===== src/pkg/bsd_pkg.sv =====
// Constants and types shared by the bridge switch drive control block
package bsd_pkg;

    // Clocking and timebase
    localparam int CLK_HZ = 25_000_000;
    localparam int OSC_HZ = 1_000_000;
    localparam int OSC_DIV = CLK_HZ / OSC_HZ;
    localparam logic [4:0] OSC_LAST = 5'(OSC_DIV - 1);
    localparam int RATE_SLOW_HZ = 1;
    localparam int RATE_MID_HZ = 4;
    localparam int RATE_FAST_HZ = 1000;
    localparam int HALF_SLOW = OSC_HZ / (2 * RATE_SLOW_HZ);
    localparam int HALF_MID = OSC_HZ / (2 * RATE_MID_HZ);
    localparam int HALF_FAST = OSC_HZ / (2 * RATE_FAST_HZ);
    localparam int CNT_W = 20;

    // Register byte offsets
    localparam logic [4:0] REG_CTRL = 5'h00;
    localparam logic [4:0] REG_STATUS = 5'h04;
    localparam logic [4:0] REG_IRQ_STAT = 5'h08;
    localparam logic [4:0] REG_IRQ_CLR = 5'h0c;
    localparam logic [4:0] REG_IRQ_EN = 5'h10;

    // Control fields
    localparam int CTRL_SEL_LSB = 0;
    localparam int CTRL_CLR_BIT = 2;
    localparam logic [1:0] CTRL_SEL_RST = 2'h1;

    // Status fields
    localparam int ST_OC_LSB = 0;
    localparam int ST_OV_BIT = 4;
    localparam int ST_PHASE_BIT = 5;
    localparam int ST_GATE_BIT = 6;
    localparam int ST_OCIN_LSB = 7;
    localparam int ST_SEL_LSB = 11;

    // Events: four overcurrent channels plus overvoltage
    localparam int NUM_OC = 4;
    localparam int NUM_EV = 5;
    localparam logic [NUM_EV-1:0] IRQ_EN_RST = 5'h00;

    // Synchroniser lanes and their reset levels
    localparam int SY_W = 8;
    localparam int SY_OV = 4;
    localparam int SY_EXT = 5;
    localparam int SY_DUTY = 6;
    localparam int SY_BTN = 7;
    localparam logic [SY_W-1:0] SY_RST = 8'h0f;

    typedef enum logic [1:0] {
        BSD_SEL_RUN,
        BSD_SEL_SLOW,
        BSD_SEL_MID,
        BSD_SEL_FAST
    } bsd_sel_t;

    typedef struct packed {
        logic a_hi;
        logic a_lo;
        logic b_hi;
        logic b_lo;
    } bsd_drive_t;

    typedef struct packed {
        logic [NUM_OC-1:0] oc;
        logic ov;
    } bsd_fault_t;

endpackage


===== src/hdl/bsd_sync.sv =====
// Two-stage level synchroniser for asynchronous inputs
module bsd_sync
    import bsd_pkg::*;
#(
    parameter int W = 1,
    parameter logic [W-1:0] RST_VAL = '0
)
(
    input wire logic core_clk,
    input wire logic reset_n,
    input wire logic [W-1:0] async_in,
    output logic [W-1:0] sync_out
);

    logic [W-1:0] meta_q;

    // First stage feeds only the second
    always_ff @(posedge core_clk or negedge reset_n)
    begin
        if (!reset_n)
        begin
            meta_q <= RST_VAL;
            sync_out <= RST_VAL;
        end
        else
        begin
            meta_q <= async_in;
            sync_out <= meta_q;
        end
    end

endmodule


===== src/hdl/bsd_drive_ctrl.sv =====
// Bridge switch drive control: timebase, drive gating, fault latches, bus
// What this block does
// - Internal test timing derived from a 1 MHz oscillator tick, divided down.
// - Test selector gives 1 Hz, 4 Hz and 1 kHz internal drive toggling.
// - Pair A outputs together, in antiphase with pair B outputs.
// - Run position takes drive phase from the external optical drive input.
// - Loss of an overcurrent input light sets that channel's fault latch.
// - Faults hold until reset; overcurrent clears only once input healthy.
// - Separate overvoltage latch with indicator, stays set while cause persists.
// - Each fault indication belongs to one specific protection channel.
// - Drive passes only with no fault latched and duty enable active.
// - Any indicated fault suppresses all drive outputs, any drive source.
//
// The implementer's own choices: the Avalon-MM register port and the placing of the registers.
module bsd_drive_ctrl
    import bsd_pkg::*;
#(
    parameter int HALF_SLOW_P = HALF_SLOW,
    parameter int HALF_MID_P = HALF_MID
)
(
    input wire logic core_clk,
    input wire logic reset_n,
    input wire logic [4:0] avs_address,
    input wire logic avs_read,
    input wire logic avs_write,
    input wire logic [31:0] avs_writedata,
    input wire logic [3:0] avs_byteenable,
    output logic [31:0] avs_readdata,
    output logic avs_waitrequest,
    input wire logic overcurrent_input_1,
    input wire logic overcurrent_input_2,
    input wire logic overcurrent_input_3,
    input wire logic overcurrent_input_4,
    input wire logic overvoltage_input,
    input wire logic ext_drive_input,
    input wire logic duty_enable_input,
    input wire logic fault_reset_button,
    output logic switch_drive_a_hi,
    output logic switch_drive_a_lo,
    output logic switch_drive_b_hi,
    output logic switch_drive_b_lo,
    output logic [NUM_OC-1:0] overcurrent_ind,
    output logic overvoltage_ind,
    output logic irq
);

    function automatic logic [CNT_W-1:0] half_of(input bsd_sel_t s);
        case (s)
            BSD_SEL_SLOW: half_of = CNT_W'(HALF_SLOW_P);
            BSD_SEL_MID: half_of = CNT_W'(HALF_MID_P);
            BSD_SEL_FAST: half_of = CNT_W'(HALF_FAST);
            default: half_of = CNT_W'(HALF_FAST);
        endcase
    endfunction

    ////////////////////////////////////////////////////////////////////////
    // Input synchronisation

    logic [SY_W-1:0] sy;
    logic [NUM_OC-1:0] oc_ok;
    logic ov_sync;
    logic ext_sync;
    logic duty_sync;
    logic btn_sync;

    bsd_sync #(.W(SY_W), .RST_VAL(SY_RST)) u_sync
    (
        .core_clk(core_clk),
        .reset_n(reset_n),
        .async_in({fault_reset_button, duty_enable_input, ext_drive_input,
            overvoltage_input, overcurrent_input_4, overcurrent_input_3,
            overcurrent_input_2, overcurrent_input_1}),
        .sync_out(sy)
    );

    assign oc_ok = sy[NUM_OC-1:0];
    assign ov_sync = sy[SY_OV];
    assign ext_sync = sy[SY_EXT];
    assign duty_sync = sy[SY_DUTY];
    assign btn_sync = sy[SY_BTN];

    ////////////////////////////////////////////////////////////////////////
    // Register bus: one wait state on every access

    logic ack_q, ack_d;
    logic [31:0] rdata_q, rdata_d;
    bsd_sel_t sel_q, sel_d;
    logic [NUM_EV-1:0] irq_en_q, irq_en_d;
    logic [NUM_EV-1:0] irq_st_q, irq_st_d;
    logic sw_clr;
    logic wr_go;
    bsd_fault_t flt_q;
    logic phase_q;
    logic gate_ok;

    assign avs_waitrequest = (avs_read | avs_write) & ~ack_q;
    assign wr_go = avs_write & ack_q;
    assign avs_readdata = rdata_q;

    always_comb
    begin
        ack_d = (avs_read | avs_write) & ~ack_q;
        rdata_d = rdata_q;
        sel_d = sel_q;
        irq_en_d = irq_en_q;
        sw_clr = 1'b0;
        if (avs_read & ~ack_q)
        begin
            case (avs_address)
                REG_CTRL: rdata_d = 32'({sel_q});
                REG_STATUS: rdata_d = 32'({sel_q, oc_ok, gate_ok, phase_q,
                    flt_q.ov, flt_q.oc});
                REG_IRQ_STAT: rdata_d = 32'(irq_st_q);
                REG_IRQ_EN: rdata_d = 32'(irq_en_q);
                default: rdata_d = 32'h0000_0000;
            endcase
        end
        if (wr_go && avs_byteenable[0])
        begin
            case (avs_address)
                REG_CTRL:
                begin
                    sel_d = bsd_sel_t'(avs_writedata[CTRL_SEL_LSB +: 2]);
                    sw_clr = avs_writedata[CTRL_CLR_BIT];
                end
                REG_IRQ_EN: irq_en_d = avs_writedata[NUM_EV-1:0];
                default: ;
            endcase
        end
    end

    always_ff @(posedge core_clk or negedge reset_n)
    begin
        if (!reset_n)
        begin
            ack_q <= 1'b0;
            rdata_q <= 32'h0000_0000;
            sel_q <= bsd_sel_t'(CTRL_SEL_RST);
            irq_en_q <= IRQ_EN_RST;
        end
        else
        begin
            ack_q <= ack_d;
            rdata_q <= rdata_d;
            sel_q <= sel_d;
            irq_en_q <= irq_en_d;
        end
    end

    ////////////////////////////////////////////////////////////////////////
    // Timebase: 1 MHz tick and half-period counter

    logic [4:0] osc_q, osc_d;
    logic tick;
    logic [CNT_W-1:0] cnt_q, cnt_d;
    logic phase_d;
    logic half_end;

    assign tick = (osc_q == OSC_LAST);
    assign half_end = tick && (cnt_q >= half_of(sel_q) - CNT_W'(1));

    always_comb
    begin
        osc_d = tick ? 5'h00 : osc_q + 5'h01;
        cnt_d = cnt_q;
        phase_d = phase_q;
        if (sel_q == BSD_SEL_RUN)
        begin
            cnt_d = '0;
            phase_d = ext_sync;
        end
        else if (half_end)
        begin
            cnt_d = '0;
            phase_d = ~phase_q;
        end
        else if (tick)
        begin
            cnt_d = cnt_q + CNT_W'(1);
        end
    end

    always_ff @(posedge core_clk or negedge reset_n)
    begin
        if (!reset_n)
        begin
            osc_q <= 5'h00;
            cnt_q <= '0;
            phase_q <= 1'b0;
        end
        else
        begin
            osc_q <= osc_d;
            cnt_q <= cnt_d;
            phase_q <= phase_d;
        end
    end

    ////////////////////////////////////////////////////////////////////////
    // Fault latches and clear request
    logic btn_prev_q, fault_clr;
    bsd_fault_t flt_d;
    logic [NUM_OC-1:0] oc_lost, oc_ok_prev_q;
    wire logic [NUM_OC-1:0] oc_calm, oc_next;
    logic fault_any;
    assign oc_lost = ~oc_ok;
    assign fault_clr = (btn_sync & ~btn_prev_q) | sw_clr;
    assign fault_any = (|flt_q.oc) | flt_q.ov;
    // Flashing input reads healthy on alternate samples; clear needs two
    genvar g;
    generate
        for (g = 0; g < NUM_OC; g++)
        begin : g_oc
            assign oc_calm[g] = oc_ok[g] & oc_ok_prev_q[g];
            assign oc_next[g] = oc_lost[g] |
                (flt_q.oc[g] & ~(fault_clr & oc_calm[g]));
        end
    endgenerate
    always_comb
    begin
        flt_d.oc = oc_next;
        flt_d.ov = ov_sync | (flt_q.ov & ~fault_clr);
    end
    always_ff @(posedge core_clk or negedge reset_n)
    begin
        if (!reset_n)
        begin
            btn_prev_q <= 1'b0;
            oc_ok_prev_q <= SY_RST[NUM_OC-1:0];
            flt_q <= '0;
        end
        else
        begin
            btn_prev_q <= btn_sync;
            oc_ok_prev_q <= oc_ok;
            flt_q <= flt_d;
        end
    end
    assign overcurrent_ind = flt_q.oc;
    assign overvoltage_ind = flt_q.ov;
    ////////////////////////////////////////////////////////////////////////
    // Drive gating and outputs
    bsd_drive_t drv_q, drv_d;
    assign gate_ok = ~fault_any & duty_sync;
    always_comb
    begin
        drv_d.a_hi = phase_q & gate_ok;
        drv_d.a_lo = phase_q & gate_ok;
        drv_d.b_hi = ~phase_q & gate_ok;
        drv_d.b_lo = ~phase_q & gate_ok;
    end
    always_ff @(posedge core_clk or negedge reset_n)
    begin
        if (!reset_n)
            drv_q <= '0;
        else
            drv_q <= drv_d;
    end
    assign switch_drive_a_hi = drv_q.a_hi;
    assign switch_drive_a_lo = drv_q.a_lo;
    assign switch_drive_b_hi = drv_q.b_hi;
    assign switch_drive_b_lo = drv_q.b_lo;
    ////////////////////////////////////////////////////////////////////////
    // Interrupts: sticky latch events, write-one-to-clear
    logic [NUM_EV-1:0] ev, ev_clr;
    assign ev = {flt_d.ov & ~flt_q.ov, flt_d.oc & ~flt_q.oc};
    assign ev_clr = (wr_go && avs_byteenable[0] && avs_address == REG_IRQ_CLR)
        ? avs_writedata[NUM_EV-1:0] : '0;
    always_comb
    begin
        irq_st_d = ev | (irq_st_q & ~ev_clr);
    end
    always_ff @(posedge core_clk or negedge reset_n)
    begin
        if (!reset_n)
            irq_st_q <= '0;
        else
            irq_st_q <= irq_st_d;
    end
    assign irq = |(irq_st_q & irq_en_q);
endmodule


===== config.mk =====
export PLATFORM = sky130hd
export DESIGN_NAME = bsd_drive_ctrl
export DESIGN_NICKNAME = d
export VERILOG_FILES = /design/src/pkg/bsd_pkg.sv /design/src/hdl/bsd_sync.sv /design/src/hdl/bsd_drive_ctrl.sv
export SDC_FILE = /design/constraint.sdc
export NUM_CORES = 1
export LEC_CHECK = 0
export BUFFER_PORTS_ARGS = -buffer_cell sky130_fd_sc_hd__buf_4
export CAP_MARGIN = 20
export CORE_MARGIN = 10
export CORE_UTILIZATION = 34
export DETAILED_ROUTE_END_ITERATION = 7
export GPL_ROUTABILITY_DRIVEN = 0
export SLEW_MARGIN = 5
export SYNTH_ARGS = -nofsm -noshare
export SYNTH_HDL_FRONTEND = slang
export SYNTH_HIERARCHICAL = 1
export SYNTH_SLANG_ARGS = --single-unit
export TNS_END_PERCENT = 30

===== constraint.sdc =====
create_clock -name core_clk -period 4.3 [get_ports core_clk]
set_input_delay 0.215 -clock core_clk [delete_from_list [all_inputs] [get_ports core_clk]]
set_output_delay 0.215 -clock core_clk [all_outputs]
set_load 0.005 [all_outputs]

==> flow_summary.yaml <==
setup_path:
  timing.critical_path.required_ns: 4.56
  worstPathMaxFanout: 15
  endpoint_kind: "flop"
  critical_path.startpoint_type: "flop"
  worst_ep_arrival_time_ns: 3.35
  path_class: "reg -> reg"
global_route:
  first_global_vias: 2883
  grt_max_degree: 81
  grt_usage: 0.1089
  remaining_global_route_overflow: 0
  initial_antenna_violation_count: 0
  grt_first_pass_wirelength_um: 14510
yosys:
  synth.top_cell.area_share: 0.4239
  synthesis.yosys.warnings: 6
  synthFlopType: "dfrtp_1"
  postSynthAreaPerCell_sq_um: 10.33
  ys_ff_latch: 80
  synth.yosys.seq_area_share: 0.5103
  netlist-cell-type-count: 53
  yosysTopAreaCell: "dfrtp_1"
  synth_edf_count: 0
  post_synth_inst_count: 383
  postSynth.asyncResetShare: 1.000
  area_of_the_mapped_netlist_sq_mm: 0.003955
  synthTopCellsByArea: "dfrtp_1 (42%), dfstp_2 (8.6%), ha_1 (8.2%)"
routing:
  routed_wirelength_um: 8696
  detailedRoute.firstIterationViolations: 249
  count_of_vias_placed_by_the_detailed_router: 2929
  drt_pre_antenna_iters: 5
  route.detailed.drc: 0
  drt-vias-per-instance: 4.973
  wl_per_cell_um: 14.76
  final_antenna_violating_net_count: 0
clock_network:
  cts_root_buf: "clkbuf_16"
  cts-resized-gates: 0
  htree_levels: 3
  clk_transition_reported_paths_ns: 0.07
  tritoncts: "yes"
  post_cts_buffers: 0
  clk_latency_ns: 0.35
  numClockSinks: 80
  cts_buffers: 9
  cts_hold_repair.buffers: 8
  number_of_buffers_on_the_longest_clock_path: 2
cells_and_area:
  antenna-diode-count: 0
  drive_gt1_frac: 0.2108
  design.final.nets: 520
  area.growth.synth_to_final_pct: 21.48
timing:
  finalWorstPathRequiredPeriod_ns: 3.088
  max_slew_margin: 0.3933
  min_period_over_period: 0.7182
  timing.setup.tns_ns: 0
  hold_violation_total_from_the_final_report: 0
  timing.final.ws_setup_ns: 1.212
  setup_skew_after_layout_ns: 0.009715
  max_freq_mhz: 323.8
  final-setup-viol-count: 0
  timing.final.max_slew_violations: 0
  rsz_0062_raised_after_global_routing: "no"
  worst_slew_pin_slew_ns: 0.9092
pwr:
  static-leakage-power_nw: 2.217
  peakVddDrop_mv: 0.2549
  comb_power_share: 0.197
  power.sequential.fraction: 0.417
  switching_share: 0.2947
  p_int_mw: 1.526
  power.switching_uw: 637.7
  powerDensity_mw_per_mm2: 450.3
  clockPowerShare: 0.386
floorplanning:
  core_sq_mm: 0.01142
  initial_utilization: 0.3464
  die_height_um: 127.9
  fp.dieArea_sq_mm: 0.01635
  die_width_um: 127.9
  num_rows: 39
  design.portCount: 96
worst_hold_path:
  hold_class: "in -> reg"
placed_design:
  placement_setup_slack_ns: 1.194
  io_buf_count: 46
  post-dp-hpwl_um: 6357
run:
  cap_violations: 0
outcome:
  run_status: "finished, final reports clean"
==> state kept, by name (all words and copies together), names as in the netlist, 2 cells and up <==
register,flops
oc_ok_prev_q,4
irq_st_q,5
avs_readdata,13
osc_q,5
sel_q,2
u_sync/meta_q,8
u_sync/sync_out,8
cnt_q,20
overcurrent_ind,4
irq_en_q,5
==> synth_stat cells, types with 4 or more instances <==
cell type  instances
dfrtp_1           67
nand2_1           64
nor2_1            30
ha_1              26
o21ai_0           26
buf_4             21
inv_1             17
dfstp_2           13
xnor2_1           13
a21oi_1           12
nand3_1           11
nor3_1             9
clkbuf_1           6
mux2_2             5
and3_1             4
nor4_1             4
==> final timing paths <==
kind	start	end	slack (ns)	depth (start not counted)
min in group asynchronous	reset_n	cnt_q[18]	0.36	2
max	sel_q[0]	phase_q	1.21	9
min reg2reg	u_sync/meta_q[7]	u_sync/sync_out[7]	0.35	0
min	avs_address[3]	avs_readdata[6]	0.11	2
max in group asynchronous	reset_n	oc_ok_prev_q[0]	3.31	3
max reg2reg	sel_q[0]	phase_q	1.21	9
==> layout make-up <==
| type | count | area [sq um] |
|---|---|---|
| clock inverters | 6 | 78.83 |
| flip-flops and latches | 80 | 2018 |
| well taps | 143 | 178.9 |
| clock buffers | 10 | 250.2 |
| fillers | 1125 | 6614 |
| multi-input cells | 277 | 1752 |
| repair buffers | 56 | 462.9 |
| inverters | 17 | 63.81 |
==> cells by family after synthesis <==
kind of cell / share of synthesized area
and+or+nand+nor: 0.1711
DFF: 0.5103
AOI/OAI and AO/OA: 0.1183
buffers and inverters: 0.06580
adders and majority gates: 0.08225
xor gates and xnor gates: 0.03100
muxes: 0.01930
other: 0.001899
==> through the flow <==
stage               std cells  cell area, sq um  utilization  hold WS (ns)  power (mW)
floorplan                 403              4030            -      -0.08059       1.224
global placement          563              4358       0.3817        0.3237       1.319
detailed placement        563              4358       0.3817        0.3247       1.338
CTS                       587              4767       0.4175       0.08863       2.191
global route              589              4805       0.4208        0.1148       2.290
finish                    589              4805       0.4208        0.1111       2.164
==> cells in the final DEF (no fill, tap or decap), types with 4 or more instances in the layout <==
| cell type | n |
|---|---|
| a21oi_1 | 12 |
| and3_1 | 4 |
| buf_4 | 46 |
| clkbuf_16 | 10 |
| conb_1 | 22 |
| dfrtp_1 | 67 |
| dfstp_2 | 13 |
| dlygate4sd3_1 | 9 |
| ha_1 | 26 |
| inv_1 | 17 |
| mux2_2 | 5 |
| nand2_1 | 64 |
| nand3_1 | 11 |
| nor2_1 | 30 |
| nor3_1 | 9 |
| nor4_1 | 4 |
| o21ai_0 | 26 |
| xnor2_1 | 13 |
==> power by group through the flow <==
stage	Clock, mW	Combinational (mW)	Sequential, mW
2_1_floorplan	0	0.330	0.894
5_1_grt	0.889	0.489	0.912
6_report	0.835	0.427	0.902
3_5_place_dp	0	0.422	0.915
3_3_place_gp	0	0.408	0.911
4_1_cts	0.858	0.431	0.902
==> per-layer routing <==
metal / wire (um) / track usage / vias up
met3: 550 / 0.03474 / 10
met1: 4108 / 0.1472 / 1409
met5: 0 / 0 / -
met2: 3896 / 0.1566 / 96
li1: - / - / 1414
met4: 141 / 0.04503 / 0
==> critical path: stages (launching register included) <==
cell,delay (ns)
dfstp_2,0.57
inv_1,0.10
ha_1,0.34
inv_1,0.11
ha_1,0.30
nand4_2,0.12
or4_4,0.59
o221ai_2,0.35
o31a_4,0.31
mux2i_1,0.21
No activity file was read; power rests on OpenSTA's default activity.
